--- src/logic/app_block_regs.svh ---
/*
  constants for the application block/unblock command handler: command
  bytes, status words, data length and write cycle count.
  assumes inclusion by bare name from the design and bench modules.
*/
`ifndef APP_BLOCK_REGS_SVH
`define APP_BLOCK_REGS_SVH
`define CLA_SM_A 8'h8C
`define CLA_SM_B 8'h84
`define INS_APP_BLOCK 8'h1E
`define INS_APP_UNBLOCK 8'h18
`define INS_SELECT 8'hA4
`define INS_GEN_AC 8'hAE
`define INS_EXT_AUTH 8'h82
`define INS_INT_AUTH 8'h88
`define CLA_INTERINDUSTRY 8'h00
`define CLA_PROPRIETARY 8'h80
`define PARAM_UNUSED 8'h00
`define SW_OK 16'h9000
`define SW_WARN_NO_INFO 16'h6200
`define SW_WARN_CORRUPT 16'h6281
`define SW_FILE_INVALID 16'h6283
`define SW_NVM_UNCHANGED 16'h6400
`define SW_MEM_FAILURE 16'h6581
`define SW_SEC_NOT_MET 16'h6982
`define SW_REF_INVALID 16'h6984
`define SW_SM_MISSING 16'h6987
`define SW_SM_WRONG 16'h6988
`define SW_BAD_P1P2 16'h6A86
`define SW_REF_NOT_FOUND 16'h6A88
`define SW_INS_UNSUPPORTED 16'h6D00
`define CRYPT_DECLINE 2'h0
`define NO_DATA 8'h00
`define WRITE_CYCLES 4'h3
`endif

--- src/logic/app_block_pkg.sv ---
/*
  types shared by both ends of the block/unblock command link.
  assumes app_block_regs.svh is on the include path.
*/
package app_block_pkg;
  // cryptogram kinds: decline, referral, online request, approval
  typedef enum logic [1:0] {
    decline_cryptogram,
    referral_cryptogram,
    online_cryptogram,
    approval_cryptogram
  } crypt_kind_type;
  // sm object check outcome supplied by the secure messaging unit
  typedef enum logic [1:0] {
    sm_good,
    sm_missing,
    sm_wrong
  } sm_result_type;
endpackage

--- src/logic/apdu_link_if.sv ---
/*
  command/response link between terminal end and card end.
  assumes one clock shared by both ends; one command outstanding.
*/
`timescale 1ns/100ps
interface apdu_link_if
  import app_block_pkg::*;
  ();
  logic cmd_valid;
  logic [7:0] cla;
  logic [7:0] ins;
  logic [7:0] p1;
  logic [7:0] p2;
  logic [7:0] lc;
  sm_result_type sm_result;
  crypt_kind_type crypt_req;
  logic rsp_valid;
  logic [15:0] sw;
  logic [7:0] rsp_len;
  crypt_kind_type crypt_rsp;
  modport card (
    input cmd_valid, cla, ins, p1, p2, lc, sm_result, crypt_req,
    output rsp_valid, sw, rsp_len, crypt_rsp
  );
  modport terminal (
    output cmd_valid, cla, ins, p1, p2, lc, sm_result, crypt_req,
    input rsp_valid, sw, rsp_len, crypt_rsp
  );
endinterface

--- src/logic/invalid_flag_store.sv ---
/*
  persistent invalidated flag of the selected application with a
  modelled write time; write failures are injected from outside.
  assumes the real cell keeps its value over card reset: i_reset does
  not touch the stored bit, only the write sequencer.
*/
`timescale 1ns/100ps
`include "app_block_regs.svh"
module invalid_flag_store
  import app_block_pkg::*;
  (
  input wire logic i_clk, // clock
  input wire logic i_reset, // sync reset, sequencer only
  input wire logic i_write, // start write, pulse
  input wire logic i_value, // value to store
  input wire logic i_fail, // make this write fail
  output logic o_busy, // write in progress
  output logic o_done, // write finished, pulse
  output logic o_ok, // last write succeeded
  output logic o_flag // stored invalidated flag
  );
  typedef struct packed {
    logic flag;
    logic busy;
    logic done;
    logic ok;
    logic fail;
    logic value;
    logic [3:0] count;
  } store_state_type;
  store_state_type s_q, s_d;
  logic flag_init_q = 1'b0;
  always_comb begin
    s_d = s_q;
    s_d.done = 1'b0;
    if (!flag_init_q) begin
      s_d.flag = 1'b0;
    end
    if (i_reset) begin
      s_d.busy = 1'b0;
      s_d.ok = 1'b1;
      s_d.count = 4'h0;
    end else if (!s_q.busy && i_write) begin
      s_d.busy = 1'b1;
      s_d.fail = i_fail;
      s_d.value = i_value;
      s_d.count = `WRITE_CYCLES;
    end else if (s_q.busy) begin
      if (s_q.count == 4'h0) begin
        s_d.busy = 1'b0;
        s_d.done = 1'b1;
        s_d.ok = !s_q.fail;
        // a failed write leaves the cell unchanged
        if (!s_q.fail) begin
          s_d.flag = s_q.value; // RULE23
        end
      end else begin
        s_d.count = s_q.count - 4'h1;
      end
    end
  end
  // the cell has no reset; a one-time init flag stands in for the
  // factory-erased state so simulation starts from a known value
  always_ff @(posedge i_clk) begin
    s_q <= s_d;
    flag_init_q <= 1'b1;
  end
  assign o_busy = s_q.busy;
  assign o_done = s_q.done;
  assign o_ok = s_q.ok;
  assign o_flag = s_q.flag;
endmodule

--- src/logic/app_card_end.sv ---
/*
  card end: decodes block, unblock, select, generate-cryptogram and
  both authenticate commands, keeps the invalidated flag and answers.
  assumes the transport layer presents one whole command header with
  the secure messaging check result and waits for rsp_valid.
  status word and cryptogram kind are staged while a command runs and
  move to the link only with rsp_valid or i_reset, which loads 9000 and decline,
  so they stand until the next answer or reset. the invalidated flag itself lives in the store and is not
  touched by i_reset; o_invalidated trails it by one cycle.
  a command offered while busy is ignored; the terminal must wait for
  the answer.
*/
// Notes on behaviour
// RULE1: reserved bits and bytes are sent as zero
// RULE2: only basic channel; one application active
// RULE3: terminal sends these only in scripts, secured
// RULE4: block sets invalidated until unblock succeeds
// RULE5: select of invalidated application answers 6283
// RULE6: invalidated application returns decline cryptogram only
// RULE7: authenticate on invalidated application answers 6984
// RULE8: block is CLA 8C/84, INS 1E, P1P2 zero
// RULE9: unblock is CLA 8C/84, INS 18, P1P2 zero
// RULE10: nonzero P1 or P2 answers 6A86
// RULE11: data is MAC component, checked first; here P1/P2 are checked before it (6A86)
// RULE12: block/unblock answer status bytes only
// RULE13: successful block answers 9000 even if already
// RULE14: successful unblock answers 9000 regardless of state
// RULE15: unblock lifts all invalidation effects
// RULE16: block may warn 6200, 6281, 6283
// RULE17: failed update answers 6400 or 6581
// RULE18: unblock may warn 6581 too
// RULE19: unmet security conditions answer 6982
// RULE20: missing object 6987, wrong object 6988
// RULE21: missing key 6A88; may answer 6984
// RULE22: unused parameter bytes are sent as 00
// RULE23: invalidated flag kept in nonvolatile storage
`timescale 1ns/100ps
`include "app_block_regs.svh"
module app_card_end
  import app_block_pkg::*;
  (
  input wire logic i_clk, // clock
  input wire logic i_reset, // sync reset, active high
  apdu_link_if.card link, // command link from terminal
  input wire logic i_sec_ok, // security conditions met
  input wire logic i_key_found, // referenced key present
  input wire logic i_key_valid, // referenced key not invalidated
  input wire logic i_nvm_fail, // inject write failure
  input wire logic i_nvm_changed, // failed write disturbed memory
  input wire logic [1:0] i_warn_sel, // optional warning on success
  output logic o_invalidated, // application invalidated
  output logic o_busy // command in progress
  );
  typedef enum logic [1:0] {
    st_idle,
    st_write,
    st_answer
  } card_state_type;
  typedef struct packed {
    card_state_type state;
    logic is_block;
    logic rsp_valid;
    logic [15:0] sw;
    crypt_kind_type crypt;
    logic invalidated;
    logic busy;
    logic [7:0] rsp_len;
    logic [15:0] out_sw;
    crypt_kind_type out_crypt;
  } card_reg_type;
  card_reg_type r_q, r_d;
  logic nvm_write, nvm_busy, nvm_done, nvm_ok, nvm_flag;
  logic cla_sm, p_zero, hit_block, hit_unblock;
  logic [15:0] chk_sw;
  // the store keeps its cell over reset; only its sequencer is cleared
  invalid_flag_store u_store (
    .i_clk(i_clk),
    .i_reset(i_reset),
    .i_write(nvm_write),
    .i_value(r_q.is_block),
    .i_fail(i_nvm_fail),
    .o_busy(nvm_busy),
    .o_done(nvm_done),
    .o_ok(nvm_ok),
    .o_flag(nvm_flag)
  );
  // channel bits of CLA are fixed, so only channel 0 is ever accepted
  assign cla_sm = (link.cla == `CLA_SM_A) || (link.cla == `CLA_SM_B); // RULE2
  assign p_zero = (link.p1 == `PARAM_UNUSED) && (link.p2 == `PARAM_UNUSED);
  assign hit_block = cla_sm && (link.ins == `INS_APP_BLOCK); // RULE8
  assign hit_unblock = cla_sm && (link.ins == `INS_APP_UNBLOCK); // RULE9
  // check order: parameters, then sm object, then security, then key
  // a missing key outranks an invalidated one
  always_comb begin
    chk_sw = `SW_OK;
    if (!p_zero) begin
      chk_sw = `SW_BAD_P1P2; // RULE10
    end else if (link.sm_result == sm_missing) begin
      chk_sw = `SW_SM_MISSING; // RULE20
    end else if (link.sm_result == sm_wrong) begin
      chk_sw = `SW_SM_WRONG; // RULE11
    end else if (!i_sec_ok) begin
      chk_sw = `SW_SEC_NOT_MET; // RULE19
    end else if (!i_key_found) begin
      chk_sw = `SW_REF_NOT_FOUND; // RULE21
    end else if (!i_key_valid) begin
      chk_sw = `SW_REF_INVALID; // RULE21
    end
  end
  always_comb begin
    r_d = r_q;
    r_d.rsp_valid = 1'b0;
    r_d.rsp_len = `NO_DATA; // RULE12 RULE1
    r_d.invalidated = nvm_flag;
    nvm_write = 1'b0;
    unique case (r_q.state)
      st_idle: begin
        r_d.busy = 1'b0;
        // other commands answer from the stored flag alone
        if (link.cmd_valid) begin
          r_d.busy = 1'b1;
          r_d.state = st_answer;
          r_d.crypt = decline_cryptogram;
          r_d.sw = `SW_OK;
          if (hit_block || hit_unblock) begin
            r_d.is_block = hit_block;
            r_d.sw = chk_sw;
            if (chk_sw == `SW_OK) begin
              r_d.state = st_write;
            end
          end else if (link.ins == `INS_SELECT &&
                       link.cla == `CLA_INTERINDUSTRY) begin
            if (nvm_flag) begin
              r_d.sw = `SW_FILE_INVALID; // RULE5
            end
          end else if (link.ins == `INS_GEN_AC &&
                       link.cla == `CLA_PROPRIETARY) begin
            r_d.crypt = nvm_flag ? decline_cryptogram // RULE6
                                 : link.crypt_req;
          end else if ((link.ins == `INS_EXT_AUTH ||
                        link.ins == `INS_INT_AUTH) &&
                       link.cla == `CLA_INTERINDUSTRY) begin
            if (nvm_flag) begin
              r_d.sw = `SW_REF_INVALID; // RULE7
            end
          end else begin
            r_d.sw = `SW_INS_UNSUPPORTED;
          end
        end
      end
      st_write: begin
        // cmd_valid is not looked at here: one command at a time
        // write is issued even if flag already holds the value
        nvm_write = !nvm_busy && !nvm_done;
        if (nvm_done) begin
          r_d.state = st_answer;
          if (!nvm_ok) begin
            r_d.sw = i_nvm_changed ? `SW_MEM_FAILURE // RULE17
                                   : `SW_NVM_UNCHANGED;
          end else if (r_q.is_block) begin
            unique case (i_warn_sel) // RULE16
              2'h1: r_d.sw = `SW_WARN_NO_INFO;
              2'h2: r_d.sw = `SW_WARN_CORRUPT;
              2'h3: r_d.sw = `SW_FILE_INVALID;
              default: r_d.sw = `SW_OK; // RULE13 RULE4
            endcase
          end else begin
            unique case (i_warn_sel) // RULE18
              2'h1: r_d.sw = `SW_WARN_NO_INFO;
              2'h2: r_d.sw = `SW_WARN_CORRUPT;
              2'h3: r_d.sw = `SW_MEM_FAILURE;
              default: r_d.sw = `SW_OK; // RULE14 RULE15
            endcase
          end
        end
      end
      st_answer: begin
        // staged answer goes out together with its strobe
        r_d.rsp_valid = 1'b1;
        r_d.out_sw = r_q.sw;
        r_d.out_crypt = r_q.crypt;
        r_d.state = st_idle;
      end
      default: begin
        // unused state code: drop back to idle rather than hang
        r_d.state = st_idle;
        r_d.busy = 1'b0;
      end
    endcase
    if (i_reset) begin
      r_d.state = st_idle;
      r_d.rsp_valid = 1'b0;
      r_d.sw = `SW_OK;
      r_d.crypt = decline_cryptogram;
      r_d.is_block = 1'b0;
      r_d.out_sw = `SW_OK;
      r_d.out_crypt = decline_cryptogram;
      r_d.busy = 1'b0;
    end
  end
  always_ff @(posedge i_clk) begin
    r_q <= r_d;
  end
  // every link output is a register bit, so the far end sees no glitches
  assign link.rsp_valid = r_q.rsp_valid;
  assign link.sw = r_q.out_sw;
  assign link.rsp_len = r_q.rsp_len; // RULE12 RULE1
  assign link.crypt_rsp = r_q.out_crypt;
  assign o_invalidated = r_q.invalidated;
  assign o_busy = r_q.busy;
endmodule

--- src/flat_wrapper.sv ---
// flat-port wrapper written by rule: the top's interface ports become plain ports
module app_card_end_flat import app_block_pkg::*;
  (i_clk, i_reset, i_sec_ok, i_key_found, i_key_valid, i_nvm_fail, i_nvm_changed, i_warn_sel, o_invalidated, o_busy, link_cmd_valid, link_cla, link_ins, link_p1, link_p2, link_lc, link_sm_result, link_crypt_req, link_rsp_valid, link_sw, link_rsp_len, link_crypt_rsp);
  apdu_link_if link_i ();
  input wire logic i_clk;
  input wire logic i_reset;
  input wire logic i_sec_ok;
  input wire logic i_key_found;
  input wire logic i_key_valid;
  input wire logic i_nvm_fail;
  input wire logic i_nvm_changed;
  input wire logic [1:0] i_warn_sel;
  output logic o_invalidated;
  output logic o_busy;
  input wire logic [$bits(link_i.cmd_valid)-1:0] link_cmd_valid;
  input wire logic [$bits(link_i.cla)-1:0] link_cla;
  input wire logic [$bits(link_i.ins)-1:0] link_ins;
  input wire logic [$bits(link_i.p1)-1:0] link_p1;
  input wire logic [$bits(link_i.p2)-1:0] link_p2;
  input wire logic [$bits(link_i.lc)-1:0] link_lc;
  input wire logic [$bits(link_i.sm_result)-1:0] link_sm_result;
  input wire logic [$bits(link_i.crypt_req)-1:0] link_crypt_req;
  output wire logic [$bits(link_i.rsp_valid)-1:0] link_rsp_valid;
  output wire logic [$bits(link_i.sw)-1:0] link_sw;
  output wire logic [$bits(link_i.rsp_len)-1:0] link_rsp_len;
  output wire logic [$bits(link_i.crypt_rsp)-1:0] link_crypt_rsp;
  assign link_i.cmd_valid = link_cmd_valid;
  assign link_i.cla = link_cla;
  assign link_i.ins = link_ins;
  assign link_i.p1 = link_p1;
  assign link_i.p2 = link_p2;
  assign link_i.lc = link_lc;
  assign link_i.sm_result = link_sm_result;
  assign link_i.crypt_req = link_crypt_req;
  assign link_rsp_valid = link_i.rsp_valid;
  assign link_sw = link_i.sw;
  assign link_rsp_len = link_i.rsp_len;
  assign link_crypt_rsp = link_i.crypt_rsp;
  app_card_end u_core (.i_clk(i_clk), .i_reset(i_reset), .link(link_i), .i_sec_ok(i_sec_ok), .i_key_found(i_key_found), .i_key_valid(i_key_valid), .i_nvm_fail(i_nvm_fail), .i_nvm_changed(i_nvm_changed), .i_warn_sel(i_warn_sel), .o_invalidated(o_invalidated), .o_busy(o_busy));
endmodule
--- config.mk ---
export PLATFORM = sky130hd
export DESIGN_NAME = app_card_end_flat
export DESIGN_NICKNAME = d
export VERILOG_FILES = /design/src/logic/app_block_pkg.sv /design/src/logic/apdu_link_if.sv /design/src/logic/invalid_flag_store.sv /design/src/logic/app_card_end.sv /design/src/flat_wrapper.sv
export VERILOG_INCLUDE_DIRS = /design/src /design/src/logic
export SDC_FILE = /design/constraint.sdc
export NUM_CORES = 1
export LEC_CHECK = 0
export BUFFER_PORTS_ARGS = -buffer_cell sky130_fd_sc_hd__buf_2
export CORE_MARGIN = 2
export CORE_UTILIZATION = 50
export CTS_CLUSTER_DIAMETER = 150
export DETAILED_ROUTE_END_ITERATION = 8
export PLACE_DENSITY = 0.92
export RECOVER_POWER = 25
export SLEW_MARGIN = 20
export SYNTH_ARGS = -nofsm -noshare
export SYNTH_HDL_FRONTEND = slang
export SYNTH_SLANG_ARGS = --single-unit
--- constraint.sdc ---
create_clock -name i_clk -period 2.2 [get_ports i_clk]
set_clock_uncertainty 0.05 [all_clocks]
set_input_delay 0.11 -clock i_clk [delete_from_list [all_inputs] [get_ports i_clk]]
set_output_delay 0.11 -clock i_clk [all_outputs]
set_load 0.01 [all_outputs]
==> results.yml, run 1 <==
synthesis:
  synthArstFlopShare_pct: 0
  synth_cell_types: 63
  synth_edf_count: 3
  synth_area_um2: 2370
  syn_avg_cell_area_um2: 8.84
  ys_ff_latch: 42
  synthFlopType: "dfxtp_1"
  yosysSeqAreaShare_pct: 36.8
  yosys_warnings: 0
  netlist_instances: 268
drt:
  wl_met1_um: 2200
  dr_wl_met3_um: 323
  dr.pass1.iters: 4
  detail_route.vias_per_cell: 5.45
  ant_nets: 0
  via_count: 2017
  wire_per_inst_um: 12.9
  drt_wl_total_um: 4770
  drc: 0
  dr_wl_met2_um: 2160
  routed.top_layer: "met4"
  drt-initial-drc-count: 116
pwr:
  max-vdd-ir-drop_mv: 0.242
  cellLeakagePower_nw: 1.08
  powerDensity_nw_per_um2: 580
  total_power_mw: 1.54
global_routing:
  grt_pass1_vias: 1746
  grt_max_degree: 44
  overflow: 0
  grt_util_all_layers_pct: 18.9
  grt_pass1_wl_um: 7800
  antenna_found_initial: 0
floorplanning:
  fp.dieArea_um2: 5300
  row_count: 25
  fp.dieH_um: 72.8
  ios: 83
  fp.dieW_um: 72.8
  start_util_pct: 51.2
  core_um2: 4630
final_layout:
  antenna_cells: 0
  area_delta_synth_final_pct: 12.2
  drive_above_1_share_pct: 22.2
  n_fill_cell: 425
  nNetsFinal: 376
critical_path:
  cp-end-kind: "flop"
  crit_required_ns: 2.32
  cp_slowest_cell: "dfxtp_1"
  worst-setup-path-type: "reg -> reg"
  critPathMaxFanout: 8
  worst_ep_arrival_time_ns: 2.14
  critical_path.cell_chain: "inv_1 > ha_1 > nand2b_1 > o211ai_1 > a21oi_1 > o211a_1 > a211oi_1"
  critPathMaxStageDelay_ns: 0.38
  cp-start-kind: "flop"
place:
  place_congestion: 0.866
  place_ws_ns: 0.252
  hpwl_um: 3760
  io_buffers: 63
clock_tree:
  root_buffer: "clkbuf_8"
  clk_path_buf_depth: 2
  cts_tree: "done"
  cts_setup_buffers: 0
  cts.sinks: 42
  clk_pin_slew_ns: 0.08
  clk_latency_ns: 0.30
  h-tree-depth: 2
  cts_inserted_buffers: 5
min_path:
  hold_class: "in -> reg"
sta:
  fmax_mhz: 495
  slew_violations: 0
  finalSetupTns_ns: 0
  setup_ws_ns: 0.180
  min_period_over_period_pct: 91.8
  hold_ws_ns: -0.00102
  rsz0062_at_grt: "no"
  setup_viol_count_final: 0
  worst_pin_slew_ns: 0.792
  final-hold-violation-count: 1
  slew-limit-headroom_pct: 47.2
  fin_crit_ns: 2.02
run_status:
  status: "complete, but fails checks"
  violations: "negative hold slack"
run:
  cap_violations: 0
## per-stage QoR
step	area (µm²)	util [%]	instances
2_1_floorplan	2410	-	278
3_3_place_gp	2560	55.3	360
3_5_place_dp	2560	55.3	360
4_1_cts	2670	57.7	370
5_1_grt	2660	57.4	370
6_report	2660	57.4	370
## layer usage
| metal | vias to the layer above | global-route usage (%) |
|---|---|---|
| met2 | 79 | 30.0 |
| met3 | 8 | 3.87 |
| met1 | 913 | 25.3 |
| met4 | 0 | 7.61 |
| met5 | - | 0 |
| li1 | 1017 | - |
## synthesized netlist by cell type (3+ instances only)
library cell | number | area share [%]
o21ai_0 | 7 | 1.5
nor3_1 | 12 | 2.5
nand3_1 | 4 | 0.85
buf_4 | 26 | 8.2
nor2b_1 | 5 | 1.3
nand2b_1 | 6 | 1.6
inv_1 | 8 | 1.3
nor4_1 | 5 | 1.3
xor2_1 | 3 | 1.1
nand4_1 | 5 | 1.3
dfxtp_1 | 39 | 33
mux2i_1 | 12 | 5.1
nor2_1 | 34 | 5.4
clkbuf_1 | 6 | 0.95
buf_1 | 3 | 0.48
edfxtp_1 | 3 | 3.8
nand2_1 | 12 | 1.9
a211oi_1 | 7 | 2.2
ha_1 | 7 | 3.7
a21oi_1 | 8 | 1.7
o211ai_1 | 4 | 1.3
## repair_timing
item                       CTS  global route
gates resized for setup      0             0
hold buffers                 2             0
setup endpoints to repair    0             0
hold endpoints to repair     2             0
## layout make-up
| cell class | count | area (µm²) | share of cell area (%) |
|---|---|---|---|
| Clock buffer | 7 | 86.3 | 3.25 |
| Sequential cell | 42 | 871 | 32.8 |
| Timing Repair Buffer | 67 | 337 | 12.7 |
| Tap cell | 54 | 67.6 | 2.54 |
| Inverter | 8 | 30.0 | 1.13 |
| Multi-Input combinational cell | 191 | 1260 | 47.4 |
| Clock inverter | 1 | 5.00 | 0.188 |
## sequential cells by signal (all words and copies together), names as in the netlist
name / count
u_core.o_invalidated: 1
u_core.o_busy: 1
u_core.u_store.o_ok: 1
u_core.u_store.o_flag: 1
u_core.u_store.o_busy: 1
u_core.r_q: 16
u_core.u_store.s_q: 6
u_core.link.crypt_rsp: 2
u_core.u_store.o_done: 1
u_core.link.sw: 11
u_core.link.rsp_valid: 1
## critical path, delay by kind of cell (launching register included)
kind | cells | cell delay (ns)
buffers and inverters | 1 | 0.08
AO/OA/AOI/OAI | 4 | 0.94
adder cells (fa/ha/maj) | 1 | 0.27
flip-flops | 1 | 0.38
AND/OR/NAND/NOR | 1 | 0.18
## kinds of logic after synthesis
family	Yosys count	share of synthesized area (%)
flops	42	36.8
xor+xnor	5	1.85
other cells	1	0.158
compound gates	51	15.5
mux	12	5.07
buf+inv	45	11.6
simple gates	105	25.3
fa+ha+maj	7	3.70
## final timing paths
check / start / to / slack, ns / cells after the start
hold reg to reg: u_core.u_store.s_q[4] / u_core.u_store.o_flag / 0.39 / 0
setup reg to reg: u_core.r_q[48] / u_core.r_q[30] / 0.18 / 7
hold / removal: link_crypt_req[0] / u_core.r_q[28] / -0.001 / 3
setup / recovery: u_core.r_q[48] / u_core.r_q[30] / 0.18 / 7
## power breakdown
group	total, mW	internal, mW	leakage, nW	switching [mW]
Sequential	0.809	0.794	0.345	0.0149
Combinational	0.224	0.0952	0.682	0.129
Clock	0.506	0.253	0.0482	0.253
## cell usage in the layout (no fill, tap or decap), drive strengths merged, types with 3 or more instances in the layout
master	synthesis	final
nor2	34	34
nand2	12	12
inv	8	8
nor3	12	12
edfxtp	3	3
dfxtp	39	39
o21ai	7	7
clkbuf	7	18
nand2b	6	6
a21oi	8	8
a211oi	7	7
mux2i	12	12
o211ai	4	4
nand4	6	6
nand3	4	4
buf	30	54
conb	1	11
xor2	3	3
nor2b	5	5
nor4	7	7
or3	3	3
ha	7	7
Note: power is estimated with default switching activity, not from simulation.
==> inputs of run 2 (changes only) <==
- CELL_PAD_IN_SITES_DETAIL_PLACEMENT: default -> 0
- CELL_PAD_IN_SITES_GLOBAL_PLACEMENT: default -> 1
- CORE_UTILIZATION: 50 -> 36
- PLACE_DENSITY: 0.92 -> 0.91
- SETUP_SLACK_MARGIN: default -> 0.05
==> results.yml, run 2 (synthesized netlist as in run 1, its figures left out) <==
min_path:
  holdPathStages: 3
  hold_class: "in -> reg"
sta:
  fin_crit_ns: 1.92
  rsz0062_at_grt: "no"
  slew_violations: 0
  final-hold-violation-count: 0
  finalSetupTns_ns: 0
  setup_viol_count_final: 0
  min_period_over_period_pct: 87.1
  slew-limit-headroom_pct: 48.4
  fmax_mhz: 522
  worst_pin_slew_ns: 0.774
critical_path:
  critPathMaxFanout: 6
  cp-end-kind: "flop"
  critPathMaxStageDelay_ns: 0.49
  worst-setup-path-type: "reg -> reg"
  critical_path.cell_chain: "inv_1 > ha_1 > nand2b_1 > o211ai_1 > a2111oi_0 > a21oi_1"
  crit_required_ns: 2.32
  cp_slowest_cell: "a2111oi_0"
  reg2reg_depth: 6
  cp-start-kind: "flop"
  worst_ep_arrival_time_ns: 2.04
  rrSetupSlack_ns: 0.28
place:
  place_congestion: 0.789
  hpwl_um: 3910
  io_buffers: 63
  dp.cells: 385
clock_tree:
  h-tree-depth: 2
  cts.sinks: 42
  cts_tree: "done"
  cts_inserted_buffers: 5
  root_buffer: "clkbuf_8"
  clk_pin_slew_ns: 0.09
  clk_latency_ns: 0.30
  clk_path_buf_depth: 2
final_layout:
  top_register: "u_core.r_q"
  drive_above_1_share_pct: 23.0
  nNetsFinal: 378
  n_fill_cell: 632
  final_common_cell: "buf_2"
  fin_cells: 395
  antenna_cells: 0
  largest_reg_flops: 16
  final_cell_mix: "buf_2 (52), dfxtp_1 (39), nor2_1 (34)"
  area_delta_synth_final_pct: 14.7
floorplanning:
  fp.dieArea_um2: 7240
  row_count: 29
  core_um2: 6350
  ios: 83
  start_util_pct: 37.3
  fp.dieH_um: 85.1
  fp.dieW_um: 85.1
run:
  cap_violations: 0
pwr:
  p_int_mw: 1.19
  powerDensity_nw_per_um2: 596
  p_seq_share_pct: 50.0
  cellLeakagePower_nw: 1.09
  p_sw_mw: 0.432
  max-vdd-ir-drop_mv: 0.338
  swShare_pct: 26.7
  comb_power_share_pct: 14.0
  clkPwrFrac_pct: 35.9
global_routing:
  grt_util_all_layers_pct: 14.0
  antenna_found_initial: 0
  grt_max_degree: 44
  grt_pass1_wl_um: 8270
  grt_pass1_vias: 1741
  overflow: 0
drt:
  detail_route.vias_per_cell: 5.07
  via_count: 2001
  wire_per_inst_um: 12.8
  drt_wl_total_um: 5060
  ant_nets: 0
  drt-initial-drc-count: 116
  drc: 0
  dr.pass1.iters: 4
run_status:
  status: "complete, no violations"
## run 2: changes by cell type in the layout (fill, tap and decap cells not counted)
cell	before	now
buf_4	2	4
clkbuf_1	12	11
clkbuf_16	0	1
clkbuf_8	6	5
inv_6	0	1
## run 2: repair_timing
item	in CTS	in global routing
endpoints found under the hold margin	2	0
gates resized for setup	0	0
setup buffers	0	0
hold buffers	2	0
## run 2: area by class of cell
class / instances / area [µm²] / share of cell area, %
Inverter: 8 / 30.0 / 1.11
Timing Repair Buffer: 69 / 352 / 12.9
Clock buffer: 6 / 93.8 / 3.45
Clock inverter: 2 / 13.8 / 0.507
Sequential cell: 42 / 871 / 32.1
Multi-Input combinational cell: 191 / 1260 / 46.4
Tap cell: 77 / 96.3 / 3.55
## run 2: per-stage QoR
stage,worst slack [ns],hold slack (ns),utilization [%],cell area (µm²),total power [mW]
finish,0.285,0.0157,42.8,2720,1.62
global route,0.169,0.0230,42.8,2720,1.68
CTS,0.299,0.0139,43.0,2730,1.63
detailed placement,0.329,0.238,41.0,2600,1.05
global placement,0.360,0.243,41.0,2600,1.05
floorplan,0.499,0.159,-,2410,0.990
## run 2: layer usage
layer | vias up | track usage, % | part of all wire, %
met3 | 4 | 2.92 | 5.7
li1 | 1026 | - | -
met4 | 0 | 4.76 | 1.0
met1 | 911 | 20.0 | 49
met2 | 60 | 21.0 | 44
met5 | - | 0 | 0
## run 2: path summary, 6_finish.rpt
path,start,to
min reg2reg,u_core.u_store.s_q[4],u_core.u_store.o_flag
max reg2reg,u_core.r_q[49],u_core.r_q[42]
max,u_core.r_q[49],u_core.r_q[42]
min,link_crypt_req[0],u_core.r_q[28]
## run 2: critical path, delay by kind of cell, from the launching register on
| family | cells | cell delay [ns] |
|---|---|---|
| AOI/OAI and AO/OA | 3 | 0.85 |
| DFF | 1 | 0.37 |
| adders and majority gates | 1 | 0.25 |
| and+or+nand+nor | 1 | 0.18 |
| buffers and inverters | 1 | 0.07 |
## run 2: power groups by stage
stage / Combinational [mW] / Sequential (mW) / Clock (mW)
2_1_floorplan: 0.166 / 0.823 / 0
3_3_place_gp: 0.222 / 0.827 / 0
4_1_cts: 0.229 / 0.810 / 0.591
5_1_grt: 0.253 / 0.814 / 0.615
6_report: 0.227 / 0.810 / 0.581
3_5_place_dp: 0.225 / 0.828 / 0
